<file path="src/dct_params.svh">
`ifndef DCT_PARAMS_SVH
`define DCT_PARAMS_SVH

// register word indices on the avalon slave
`define DCT_REG_CTRL     2'h0
`define DCT_REG_STATUS   2'h1
`define DCT_REG_MTQDIV   2'h2

// control word fields
`define DCT_CTRL_EN      0
`define DCT_CTRL_OFS_LSB 8
`define DCT_CTRL_OFS_MSB 15
`define DCT_CTRL_FLT_LSB 16
`define DCT_CTRL_FLT_MSB 22

// status word fields
`define DCT_STAT_VAL_LSB 0
`define DCT_STAT_VAL_MSB 6
`define DCT_STAT_BUSY    8

// divider word fields and reset
`define DCT_DIV_LSB      0
`define DCT_DIV_MSB      7
`define DCT_DIV_W        8
`define DCT_DIV_RST      8'h01

// position limits and history depth
`define DCT_POS_MAX      7'h7f
`define DCT_HIST_DEPTH   128

`endif

</file>
<file path="src/dct_pkg.sv">
package dct_pkg;

    `include "dct_params.svh"

    // delay measurement state
    typedef enum logic [0:0]
    {
        DCT_IDLE = 1'b0,
        DCT_MEAS = 1'b1
    } dct_meas_e;

    // strobes and levels from the protocol core
    typedef struct packed {
        logic tx_bit;        // bit the core wants on the bus
        logic bit_start;     // first cycle of a new bit on tx_bit
        logic fdf_res_edge;  // own falling edge from fdf to res
        logic fd_frame;      // current frame is an fd frame
        logic data_start;    // data phase begins
        logic crc_delim_sp;  // sample point of crc delimiter
        logic sample_point;  // normal sample point
    } dct_core_s;

    // complete state of the main block
    typedef struct packed {
        logic                        wait_r;
        logic [31:0]                 rdata_r;
        logic                        en_r;
        logic [7:0]                  ofs_r;
        logic [6:0]                  flt_r;
        logic [`DCT_DIV_W-1:0]       div_r;
        dct_meas_e                   meas_r;
        logic [6:0]                  dly_r;
        logic [6:0]                  val_r;
        logic                        tx_r;
        logic [`DCT_HIST_DEPTH-1:0]  txh_r;
        logic [`DCT_HIST_DEPTH-1:0]  sth_r;
        logic                        chk_r;
        logic                        err_r;
        logic                        ssp_r;
    } dct_state_s;

    // state of the quantum divider
    typedef struct packed {
        logic [`DCT_DIV_W-1:0] cnt_r;
        logic                  tick_r;
    } dct_div_s;

endpackage

</file>
<file path="src/dct_mtq_div.sv">
`timescale 1ns/100ps
`default_nettype none
`include "dct_params.svh"

module dct_mtq_div
(
    input  wire logic                  mclk_i,
    input  wire logic                  rst_n_i,
    input  wire logic                  restart_i,
    input  wire logic [`DCT_DIV_W-1:0] div_i,
    output var  logic                  tick_o
);
    import dct_pkg::*;

    dct_div_s s_r;
    dct_div_s s_nxt;
    logic     last;

    ////////////////////////////////////////////////////////////////////////
    // one pulse every div_i clocks, zero treated as one
    always_comb
    begin
        s_nxt = s_r;
        last  = ({1'b0, s_r.cnt_r} + 9'h001) >= {1'b0, div_i};
        if (restart_i)
        begin
            s_nxt.cnt_r  = '0;
            s_nxt.tick_r = 1'b0;
        end
        else
        begin
            s_nxt.tick_r = last;
            s_nxt.cnt_r  = last ? '0 : s_r.cnt_r + 8'h01;
        end
    end

    // state register
    always_ff @(posedge mclk_i or negedge rst_n_i)
    begin
        if (!rst_n_i)
            s_r <= '0;
        else
            s_r <= s_nxt;
    end

    assign tick_o = s_r.tick_r;

endmodule

`default_nettype wire

</file>
<file path="src/dct_top.sv">
// Overview of operation
// - data phase checks rx at secondary sample point
// - position is loop delay plus offset; the code adds half the offset (ofs_r[7:1])
// - offset shifts point within received bit
// - position truncated to whole core clocks
// - value readable, cleared on init, updated per frame
// - position saturates at 127 core clocks
// - checking stops at crc delimiter sample point
// - measurement starts at own fdf-res falling edge
// - measurement stops when edge returns on rx
// - delay counter steps one minimum time quantum
// - filter window sets minimum secondary position
// - earlier dominant rx edges ignored with filter
// - stop needs position at filter and rx low
//
// Our own choices: register access over Avalon-MM and the register offsets.
`timescale 1ns/100ps
`default_nettype none
`include "dct_params.svh"

module dct_top
(
    input  wire logic             mclk_i,
    input  wire logic             rst_n_i,
    input  wire logic             init_i,
    input  wire dct_pkg::dct_core_s core_i,
    input  wire logic             bus_rx_in_i,
    output var  logic             bus_tx_out_o,
    output var  logic             bit_err_o,
    output var  logic             ssp_strobe_o,
    output var  logic             meas_busy_o,
    output var  logic [6:0]       delay_comp_value_o,
    input  wire logic [1:0]       avs_address_i,
    input  wire logic             avs_read_i,
    input  wire logic             avs_write_i,
    input  wire logic [31:0]      avs_writedata_i,
    input  wire logic [3:0]       avs_byteenable_i,
    output var  logic [31:0]      avs_readdata_o,
    output var  logic             avs_waitrequest_o
);
    import dct_pkg::*;

    localparam dct_state_s DCT_RST = '{wait_r: 1'b1, div_r: `DCT_DIV_RST,
                                       meas_r: DCT_IDLE, default: '0};

    dct_state_s  s_r;
    dct_state_s  s_nxt;
    logic        req;
    logic        tick;
    logic [31:0] ctrl_word;
    logic [31:0] stat_word;
    logic [31:0] div_word;
    logic [31:0] rd_word;
    logic [31:0] be_mask;
    logic [31:0] wr_word;
    logic [7:0]  pos_sum;
    logic [6:0]  pos_now;
    logic [8:0]  dly_sum;
    logic [6:0]  dly_step;
    logic        start;
    logic        stop;
    logic        abort;
    logic        ssp_hit;
    logic        ssp_miss;
    logic        use_ssp;

    ////////////////////////////////////////////////////////////////////////
    // minimum time quantum, restarted with every measurement
    dct_mtq_div u_div
    (
        .mclk_i    (mclk_i),
        .rst_n_i   (rst_n_i),
        .restart_i (start),
        .div_i     (s_r.div_r),
        .tick_o    (tick)
    );

    ////////////////////////////////////////////////////////////////////////
    // register images and byte lane merge
    always_comb
    begin
        ctrl_word = '0;
        ctrl_word[`DCT_CTRL_EN] = s_r.en_r;
        ctrl_word[`DCT_CTRL_OFS_MSB:`DCT_CTRL_OFS_LSB] = s_r.ofs_r;
        ctrl_word[`DCT_CTRL_FLT_MSB:`DCT_CTRL_FLT_LSB] = s_r.flt_r;
        stat_word = '0;
        stat_word[`DCT_STAT_VAL_MSB:`DCT_STAT_VAL_LSB] = s_r.val_r;
        stat_word[`DCT_STAT_BUSY] = (s_r.meas_r == DCT_MEAS);
        div_word = '0;
        div_word[`DCT_DIV_MSB:`DCT_DIV_LSB] = s_r.div_r;
        be_mask = {{8{avs_byteenable_i[3]}}, {8{avs_byteenable_i[2]}},
                   {8{avs_byteenable_i[1]}}, {8{avs_byteenable_i[0]}}};
        case (avs_address_i)
            `DCT_REG_CTRL:   rd_word = ctrl_word;
            `DCT_REG_STATUS: rd_word = stat_word;
            `DCT_REG_MTQDIV: rd_word = div_word;
            default:         rd_word = '0;
        endcase
        wr_word = (rd_word & ~be_mask) | (avs_writedata_i & be_mask);
    end

    ////////////////////////////////////////////////////////////////////////
    // position, delay step and measurement conditions
    always_comb
    begin
        pos_sum = {1'b0, s_r.dly_r} + {1'b0, s_r.ofs_r[7:1]};
        pos_now = pos_sum[7] ? `DCT_POS_MAX : pos_sum[6:0];
        dly_sum  = {2'b00, s_r.dly_r} + {1'b0, s_r.div_r};
        dly_step = (dly_sum[8:7] != 2'b00) ? `DCT_POS_MAX : dly_sum[6:0];
        start = core_i.fdf_res_edge && core_i.fd_frame && s_r.en_r && !init_i;
        stop  = (s_r.meas_r == DCT_MEAS) && !bus_rx_in_i && (pos_now >= s_r.flt_r);
        abort = init_i || core_i.crc_delim_sp || !s_r.en_r;
        use_ssp  = s_r.en_r && s_r.chk_r;
        ssp_hit  = s_r.sth_r[s_r.val_r];
        ssp_miss = bus_rx_in_i != s_r.txh_r[s_r.val_r];
    end

    assign req = avs_read_i || avs_write_i;

    ////////////////////////////////////////////////////////////////////////
    // next state of the whole block
    always_comb
    begin
        s_nxt = s_r;
        s_nxt.tx_r   = core_i.tx_bit;
        s_nxt.txh_r  = {s_r.txh_r[`DCT_HIST_DEPTH-2:0], core_i.tx_bit};
        s_nxt.sth_r  = {s_r.sth_r[`DCT_HIST_DEPTH-2:0], core_i.bit_start};
        s_nxt.err_r  = 1'b0;
        s_nxt.ssp_r  = 1'b0;

        // avalon slave: one wait cycle, then acknowledge
        s_nxt.wait_r = !(req && s_r.wait_r);
        if (req && s_r.wait_r)
            s_nxt.rdata_r = avs_read_i ? rd_word : '0;
        if (avs_write_i && !s_r.wait_r)
        begin
            case (avs_address_i)
                `DCT_REG_CTRL:
                begin
                    s_nxt.en_r  = wr_word[`DCT_CTRL_EN];
                    s_nxt.ofs_r = wr_word[`DCT_CTRL_OFS_MSB:`DCT_CTRL_OFS_LSB];
                    s_nxt.flt_r = wr_word[`DCT_CTRL_FLT_MSB:`DCT_CTRL_FLT_LSB];
                end
                `DCT_REG_MTQDIV:
                    s_nxt.div_r = wr_word[`DCT_DIV_MSB:`DCT_DIV_LSB];
                default:
                    s_nxt.div_r = s_r.div_r;
            endcase
        end

        if (init_i)
            s_nxt.val_r = '0;

        // measurement sequence
        case (s_r.meas_r)
            DCT_IDLE:
                s_nxt.meas_r = DCT_IDLE;
            DCT_MEAS:
            begin
                if (stop)
                begin
                    s_nxt.val_r  = pos_now;
                    s_nxt.meas_r = DCT_IDLE;
                end
                else if (abort)
                    s_nxt.meas_r = DCT_IDLE;
                else if (tick)
                    s_nxt.dly_r = dly_step;
            end
            default:
                s_nxt.meas_r = DCT_IDLE;
        endcase
        if (start)
        begin
            s_nxt.meas_r = DCT_MEAS;
            s_nxt.dly_r  = '0;
        end

        if (core_i.crc_delim_sp || init_i)
            s_nxt.chk_r = 1'b0;
        if (core_i.data_start)
        begin
            s_nxt.chk_r = 1'b1;
            // forget bit starts before data phase
            s_nxt.sth_r = `DCT_HIST_DEPTH'(core_i.bit_start);
        end

        if (use_ssp)
        begin
            s_nxt.ssp_r = ssp_hit;
            s_nxt.err_r = ssp_hit && ssp_miss;
        end
        else if (core_i.sample_point)
            s_nxt.err_r = bus_rx_in_i != s_r.tx_r;
    end

    always_ff @(posedge mclk_i or negedge rst_n_i)
    begin
        if (!rst_n_i)
            s_r <= DCT_RST;
        else
            s_r <= s_nxt;
    end

    // outputs straight from state
    assign bus_tx_out_o       = s_r.tx_r;
    assign bit_err_o          = s_r.err_r;
    assign ssp_strobe_o       = s_r.ssp_r;
    assign meas_busy_o        = (s_r.meas_r == DCT_MEAS);
    assign delay_comp_value_o = s_r.val_r;
    assign avs_readdata_o     = s_r.rdata_r;
    assign avs_waitrequest_o  = s_r.wait_r;
endmodule

`default_nettype wire

</file>
<file path="config.mk">
export PLATFORM = sky130hd
export DESIGN_NAME = dct_top
export DESIGN_NICKNAME = d
export VERILOG_FILES = /design/src/dct_pkg.sv /design/src/dct_mtq_div.sv /design/src/dct_top.sv
export VERILOG_INCLUDE_DIRS = /design/src
export SDC_FILE = /design/constraint.sdc
export NUM_CORES = 1
export LEC_CHECK = 0
export BUFFER_PORTS_ARGS = -buffer_cell sky130_fd_sc_hd__buf_2
export CAP_MARGIN = 25
export CORE_UTILIZATION = 60
export DETAILED_ROUTE_END_ITERATION = 8
export PLACE_DENSITY = 0.78
export REMOVE_ABC_BUFFERS = 1
export SYNTH_ARGS = -nofsm -noshare
export SYNTH_HDL_FRONTEND = slang
export SYNTH_SLANG_ARGS = --single-unit
</file>
<file path="constraint.sdc">
create_clock -name mclk_i -period 4.75 [get_ports mclk_i]
set_input_delay 0.95 -clock mclk_i [delete_from_list [all_inputs] [get_ports mclk_i]]
set_output_delay 0.95 -clock mclk_i [all_outputs]
set_load 0.005 [all_outputs]
</file>
After elaboration in Yosys (flattened, before gate mapping)
Index checks and enable logic that the tools add are counted.

Logic and storage cells: 85. Output and inout port bits: 44. Register bits after elaboration: 341.

Bitwise operators: 5. Reduce and logical (&&, ||, !) cells: 25. Multiplexer cells: 25. Add/sub/neg operators: 4. $lt $le $gt $ge: 3. Eq/ne operators: 6.

Operator list (number): $mux W129 (1); $pmux W23 S3 (1); $mux W7 (7); $and A23 B23 Y23 (2); $mux W32 (1); $not A23 Y23 (1); $or A23 B23 Y23 (1); $mux W8 (2); $bmux W1 S7 (2); $mux W14 (1); $add A7 B8 Y9 (1); $add A8 B1 Y9 const B (1); $ge A9 B8 Y1 (1); $logic_and A1 B1 Y1 (9); $mux W9 (1); $add A7 B7 Y8 (1); $add A8 B1 Y8 const B (1); $lt A7 B8 Y1 const B (1); $mux W1 (8); $reduce_bool A2 Y1 (4); $ge A7 B7 Y1 (1); $logic_not A1 Y1 (5); $ne A2 B2 Y1 const B (2); $reduce_and A2 Y1 (2); other kinds (8) (11).

Logic depth before layout (Yosys ltp)
Gate-level depths: netlist (run 1).

Word-level depth: 8. Depth in mapped cells: 16. Depth with buffers taken out: 16.

Hierarchy
Synthesis (run 1) repeated with hierarchy kept, for this count alone.

Cells, all modules: 1022. Area total of the unflattened synthesis: 13847.0 um^2.

Modules (own cells, without submodules): dct_top (cells an instance 962, times used 1, area each 13177.6 um^2); dct_mtq_div (cells an instance 60, times used 1, area each 669.4 um^2).

Least setup slack after synthesis (run 1)
No wires, ideal clock.

Path kind: reg-to-reg. Start: reg s_r[268] (netlist name). End: reg s_r[267] (netlist name). Stages on the path, launching flop included: 16. Data required time: 4627 ps. Arrival time: 3571 ps. Setup slack: 1056 ps. Cell sequence: dfrtp_1 -> ha_1 -> a21o_1 -> a21oi_1 -> o21bai_1 -> a21oi_1 -> o21ai_1 -> or2_2 -> ha_1 -> a21o_1 -> a21oi_1 -> o21ai_1 -> o31a_1 -> nor3b_4 -> o211ai_1 -> o221a_2.

Longest elaborated chain between the ends: 8. Elaborated cells between the ends (all ways): 14. Those cells by class: add/sub: 2; order compare: 1; eq/ne: 1; mux: 7; reduce/logical: 3.

RTL lines: from (decl) (RTL line dct_top.sv:46) `dct_state_s s_r;`; from (signal assigned) (RTL line dct_top.sv:202) `s_r <= s_nxt;`; parallel branches: the longest is 8 deep, another holds $add A7 B7 Y8.

Parallel ways; which one is timed is not known. The select of a mux whose other input is x is not followed. A chain may end at the register's enable or synchronous reset.

Worst setup path in the final report (run 1)
Start: reg s_r[268] (netlist name). End: reg s_r[270] (netlist name).

The elaborated chain is that of the path after synthesis.

==> flow_summary.toml, run 1 <==
[worst_hold_path]
hold_depth = 0
min_path_type = "reg2reg"

[critical_path]
cpLargestDelayFamily = "compound AO/OA/AOI/OAI gates"
cp.required_ps = 5140
worstSetupPathDepth = 15
worstSetupEndpointType = "flip-flop"
path_class = "reg2reg"
startpoint = "s_r[268]$_DFFE_PN0P_"
worst_path_largest_cell_delay_ps = 460
r2r_end = "s_r[270]$_DFFE_PN0P_"
rrSetupSlack_ps = 580
cp_data_arrival_time_ps = 4560
r2r.worst_path.cells = 15
worstPathMaxFanout = 8
worstPathCellList = "ha_1 > a21o_1 > a21oi_1 > o21bai_1 > a21oi_1 > o21ai_1 > or2_2 > ha_1 > a21o_1 > a21oi_1 > o21ai_1 > o31a_1 > nor3b_4 > o211ai_1 > o221a_2"
crit_top_cell = "a21oi_1"
worstReg2RegStart = "s_r[268]$_DFFE_PN0P_"
endpoint = "s_r[270]$_DFFE_PN0P_"
critical_path_buf_inv_count = 0
cp_slowest_cell = "dfrtp_1"
startpoint_type = "flip-flop"

[clocking]
cts_sinks = 331
post_cts_buffers = 0
cts_tree = "done"
cts_resized = 0
cts-root-buf = "clkbuf_16"
clockBufferDepth = 3
clk_latency_ps = 500
numCtsBuffers = 34
htree_levels = 2
clkTransAtPathRegs_ps = 60
cts_hold_buf = 0

[timing]
tns_ps = 0
setup_viol = 0
min_period_ps = 4170
relSlewSlack_pct = 38.8
finalCritPeriodShare_pct = 87.7
skew_ps = 15.5
tightest_slew_ps = 906
final_hold_viol_count = 0
rsz0062_at_grt = "false"
timing.fmax_mhz = 240
drv_slew = 0

[synthesis]
synth_cell_types = 53
synth_edf_count = 0
yosys.area_share.simple_pct = 11.3
yosysTopAreaCell = "dfrtp_1"
synth_compound_area_share_pct = 7.34
synthFlopType = "dfrtp_1"
synth_area_leaders = "dfrtp_1, mux4_2, nor2b_1, ha_1, mux2i_1"
syn_area_per_cell_um2 = 13.5
synth_top_area_share_pct = 60.0
synth_mux_area_share_pct = 12.2
yosysWarnings = 0
synth-xor-area-share_pct = 0.958
synth-async-reset-ratio_pct = 100
synth_cells = 1017
synth_top_family_by_area = "multiplexers"
yosys-top-cells-count = "dfrtp_1, nor2b_1, nand2_1"
synthAdderAreaFrac_pct = 3.03
ys_seq_area_share_pct = 60.4
synthesis.area_um2 = 13700
ys_ff_latch = 331
yosysMostFrequentCell = "dfrtp_1"

[grt]
grt_pass1_vias = 8433
grt_antenna_before_repair = 0
track_usage_pct = 24.5
grt_max_degree = 114
grt_pass1_wl_mm = 45.0
grt-ovfl-total = 0

[die]
start_util_pct = 62.1
num_io_pins = 95
fp-row-count = 54
die_h_um = 153
core_area_um2 = 22100
dieArea_um2 = 23500
die_w_um = 153

[job]
drv_cap = 0

[detailed_routing]
dr_total_vias = 7911
viasPerCell = 5.81
post_drt_wl_per_cell_um = 19.9
ant_nets = 0
drcViolationCount = 0
dr.first_iter.drc_count = 542
firstDrtPassIters = 5
finalWirelength_mm = 27.1

[placed_design]
dp_hpwl_mm = 17.2
gp_routability_congestion = 0.820
placement.io_buffers = 75
dpl_cell_area_um2 = 14100

[pwr]
seqPwrFrac_pct = 46.9
p_leak_nw = 7.20
clkPwrFrac_pct = 39.5
internal-power_mw = 4.96
p_sw_share_pct = 25.4
combPwrFrac_pct = 13.6
ir_worst_vdd_v = 0.000295
switching_power_mw = 1.69
power_per_cell_area_nw_per_um2 = 437

[run_status]
status = "finished, final reports clean"

[cells_and_area]
nets = 1144
fillers = 1516
final_layout_size_suffix_gt1_share_pct = 19.8
final_area_um2 = 15200
area_delta_synth_final_pct = 10.7
num_antenna_cells = 0
routing by layer:
metal	global-route usage, %	routed length, µm	vias to the layer above
met5	0	0	-
met3	4.03	1350	37
met1	36.1	12300	4085
met4	6.06	386	0
li1	-	-	3592
met2	38.6	13100	197
cell type report:
class / count / area (µm²) / area share (%)
Clock inverter: 6 / 80.1 / 0.527
Timing Repair Buffer: 90 / 533 / 3.51
Multi-Input combinational cell: 578 / 4820 / 31.7
Sequential cell: 331 / 8290 / 54.6
Clock buffer: 51 / 1020 / 6.71
Tap cell: 280 / 350 / 2.31
Inverter: 26 / 97.6 / 0.643
cells in the final DEF, fill, tap and decap left out, types with 16 or more instances in the layout:
cell         n
nand3_1     17
o21ai_0     29
nor2b_1    137
clkbuf_16   37
nand2_1     50
buf_2       73
dfrtp_1    327
mux2_2      16
mux4_2      41
mux2i_1     34
a22oi_1     30
a21oi_1     24
nor2_1      32
ha_1        30
inv_1       26
logic make-up after synthesis:
family                     Yosys count
and+or+nand+nor                    277
DFF                                331
AOI/OAI and AO/OA                  145
other                                1
muxes                              100
xor gates and xnor gates            15
adders and majority gates           32
buffers and inverters              116
worst min-delay path by stage:
stage | startpoint | end
floorplan | s_nxt[149]$_DFF_PN0_ | s_nxt[150]$_DFF_PN0_
global placement | s_nxt[150]$_DFF_PN0_ | s_nxt[151]$_DFF_PN0_
detailed placement | s_nxt[137]$_DFF_PN0_ | s_nxt[138]$_DFF_PN0_
CTS | s_nxt[154]$_DFF_PN0_ | s_nxt[155]$_DFF_PN0_
global route | s_nxt[154]$_DFF_PN0_ | s_nxt[155]$_DFF_PN0_
finish | s_nxt[154]$_DFF_PN0_ | s_nxt[155]$_DFF_PN0_
state kept, by name, indices dropped and copies added, names as in the netlist, 7 cells and up:
register and flops:
u_div.s_r 8, ctrl_word 16, s_r 137, s_nxt 127, delay_comp_value_o 7, div_word 8
avs_readdata_o 23
power groups by stage:
| stage | logic, mW | registers, mW | clock network [mW] |
|---|---|---|---|
| 6_report | 0.903 | 3.11 | 2.63 |
| 5_1_grt | 1.04 | 3.13 | 2.79 |
| 4_1_cts | 0.908 | 3.11 | 2.68 |
| 3_5_place_dp | 0.896 | 3.16 | 0 |
| 3_3_place_gp | 0.867 | 3.15 | 0 |
| 2_1_floorplan | 0.594 | 3.13 | 0 |
through the flow:
stage	hold WS [ps]	instances	power (mW)	utilization [%]	setup slack [ps]
global route	373	1362	6.96	68.8	273
finish	369	1362	6.64	68.8	582
floorplan	346	935	3.73	-	151
detailed placement	357	1304	4.06	63.7	660
global placement	348	1304	4.02	63.7	744
CTS	367	1361	6.70	68.7	567
Power figures use the tool's default switching activity.
==> run 2: changes to the inputs <==
--- a/config.mk
+++ b/config.mk
@@ -8,3 +8,3 @@
 export LEC_CHECK = 0
-export BUFFER_PORTS_ARGS = -buffer_cell sky130_fd_sc_hd__buf_2
+export BUFFER_PORTS_ARGS = -buffer_cell sky130_fd_sc_hd__clkbuf_2
 export CAP_MARGIN = 25
==> constraint.sdc (replaced) <==
create_clock -name mclk_i -period 4.75 [get_ports mclk_i]
set_input_delay 0.2375 -clock mclk_i [delete_from_list [all_inputs] [get_ports mclk_i]]
set_output_delay 0.2375 -clock mclk_i [all_outputs]
set_load 0.005 [all_outputs]
==> run 2 against run 1 <==
Net effect: routed wire length is 2.6% higher; largest power group unchanged; global-route usage increased by 0.66 points; critical path type unchanged; total power grew 0.57%.
==> flow_summary.toml, run 2 (synthesis gave the netlist of run 1 again) <==
[run_status]
status = "finished, final reports clean"

[clocking]
htree_levels = 2
clk_latency_ps = 510
numCtsBuffers = 34
cts_sinks = 331
cts_resized = 0
clockBufferDepth = 3
clkTransAtPathRegs_ps = 60
cts-root-buf = "clkbuf_16"
cts_tree = "done"

[timing]
rsz0062_at_grt = "false"
relSlewSlack_pct = 26.5
final_hold_viol_count = 0
tns_ps = 0
skew_ps = 8.79
drv_slew = 0
tightest_slew_ps = 1090
hold_slack_ps = 7.44
setup_viol = 0
finalCritPeriodShare_pct = 87.0
fin_ws_ps = 616
min_period_ps = 4130
timing.fmax_mhz = 242

[detailed_routing]
drcViolationCount = 0
ant_nets = 0
dr.first_iter.drc_count = 449
dr_total_vias = 8042
viasPerCell = 5.81
finalWirelength_mm = 27.8
firstDrtPassIters = 5
post_drt_wl_per_cell_um = 20.0

[grt]
grt_pass1_vias = 8596
grt_pass1_wl_mm = 46.0
track_usage_pct = 25.2
grt_antenna_before_repair = 0
grt_max_degree = 138
grt-ovfl-total = 0

[critical_path]
worst_path_largest_cell_delay_ps = 460
r2r_end = "s_r[273]$_DFFE_PN0P_"
startpoint_type = "flip-flop"
worstReg2RegStart = "s_r[268]$_DFFE_PN0P_"
rrSetupSlack_ps = 620
worstPathMaxFanout = 8
crit_top_cell = "a21oi_1"
worstSetupEndpointType = "flip-flop"
worstPathCellList = "ha_1 > a21o_1 > a21oi_1 > o21bai_1 > a21oi_1 > o21ai_1 > or2_2 > ha_1 > a21o_1 > a21oi_1 > o21ai_1 > o31a_1 > nor3b_4 > o211ai_1 > o221a_2"
path_class = "reg2reg"
cp_data_arrival_time_ps = 4520
endpoint = "s_r[273]$_DFFE_PN0P_"
r2r.worst_path.cells = 15
cp.required_ps = 5140
cp_slowest_cell = "dfrtp_1"
startpoint = "s_r[268]$_DFFE_PN0P_"

[placed_design]
dp_hpwl_mm = 17.2
post-place-ws_ps = 666
gp_routability_congestion = 0.835
dp_cells = 1304
placement.io_buffers = 75

[die]
start_util_pct = 62.1
core_area_um2 = 22100
num_io_pins = 95
die_w_um = 153
die_h_um = 153
dieArea_um2 = 23500
fp-row-count = 54

[cells_and_area]
utilization_pct = 69.6
largest_reg_flops = 137
layout_common_cells = "dfrtp_1, nor2b_1, clkbuf_2"
nets = 1162
final_layout_size_suffix_gt1_share_pct = 19.5
layout.cells.non_filler = 1385
largest_register = "s_r"
area_delta_synth_final_pct = 12.1
num_antenna_cells = 0
fillers = 1458
final_common_cell = "dfrtp_1"

[job]
drv_cap = 0

[pwr]
power_per_cell_area_nw_per_um2 = 434
switching_power_mw = 1.72
combPwrFrac_pct = 13.8
p_leak_nw = 7.27
clkPwrFrac_pct = 39.5
p_sw_share_pct = 25.7
ir_worst_vdd_v = 0.000327
internal-power_mw = 4.96
seqPwrFrac_pct = 46.7

[worst_hold_path]
min_path_type = "in2reg"
-- run 2: cell count changes in the layout (fill, tap and decap cells not counted), sizes merged --
cell and change:
clkinv +3, dlygate4sd3 +18, buf -73, clkbuf +75
-- run 2: timing repair --
| item | in CTS | in global routing |
|---|---|---|
| hold endpoints to repair | 149 | 0 |
| buffers inserted | 0 | 0 |
| hold buffers | 18 | 0 |
| endpoints found under the setup margin | 0 | 0 |
-- run 2: worst max-delay path, delay by kind of cell, from the launching register on --
family	cells	cell delay, ps
AO/OA/AOI/OAI	11	2270
AND/OR/NAND/NOR	2	690
adder cells (fa/ha/maj)	2	600
flip-flops	1	460
-- run 2: worst min path at each step --
stage                      startpoint                             to  slack (ps)  cells after the start
after floorplan               rst_n_i  avs_readdata_o[0]$_DFFE_PN0P_         -60                      0
after global placement      core_i[6]           s_nxt[132]$_DFF_PN0_         350                      1
after detailed placement    core_i[5]               s_r[3]$_DFF_PN0_         350                      1
after CTS                  avs_read_i  avs_readdata_o[7]$_DFFE_PN0P_          10                      3
after global routing      avs_write_i    avs_waitrequest_o$_DFF_PN1_           7                      2
final                     avs_write_i    avs_waitrequest_o$_DFF_PN1_           7                      2
-- run 2: layout make-up --
cell class / instances / area [µm²] / share of cell area (%)
sequential: 331 / 8290 / 53.9
multi-input combinational: 578 / 4820 / 31.3
clock buffer: 53 / 1020 / 6.60
timing repair buffer: 108 / 713 / 4.64
tap: 280 / 350 / 2.28
inverter: 26 / 97.6 / 0.634
clock inverter: 9 / 95.1 / 0.618
-- run 2: per-layer routing --
metal / vias up / global-route usage [%] / wire length (µm)
met2: 190 / 39.8 / 13400
met4: 0 / 8.03 / 592
met3: 51 / 3.88 / 1130
li1: 3641 / - / -
met1: 4160 / 36.4 / 12700
met5: - / 0 / 0
-- run 2: power groups by stage --
stage,registers [mW],logic [mW],clock network (mW)
after CTS,3.12,0.934,2.69
after global placement,3.15,0.870,0
after global routing,3.14,1.05,2.80
after detailed placement,3.16,0.905,0
final,3.12,0.925,2.64
after floorplan,3.13,0.594,0
-- run 2: per-stage QoR --
step,instance area [µm²],power (mW)
2_1_floorplan,13200,3.73
3_3_place_gp,14100,4.02
3_5_place_dp,14100,4.07
4_1_cts,15400,6.74
5_1_grt,15400,6.99
6_report,15400,6.68
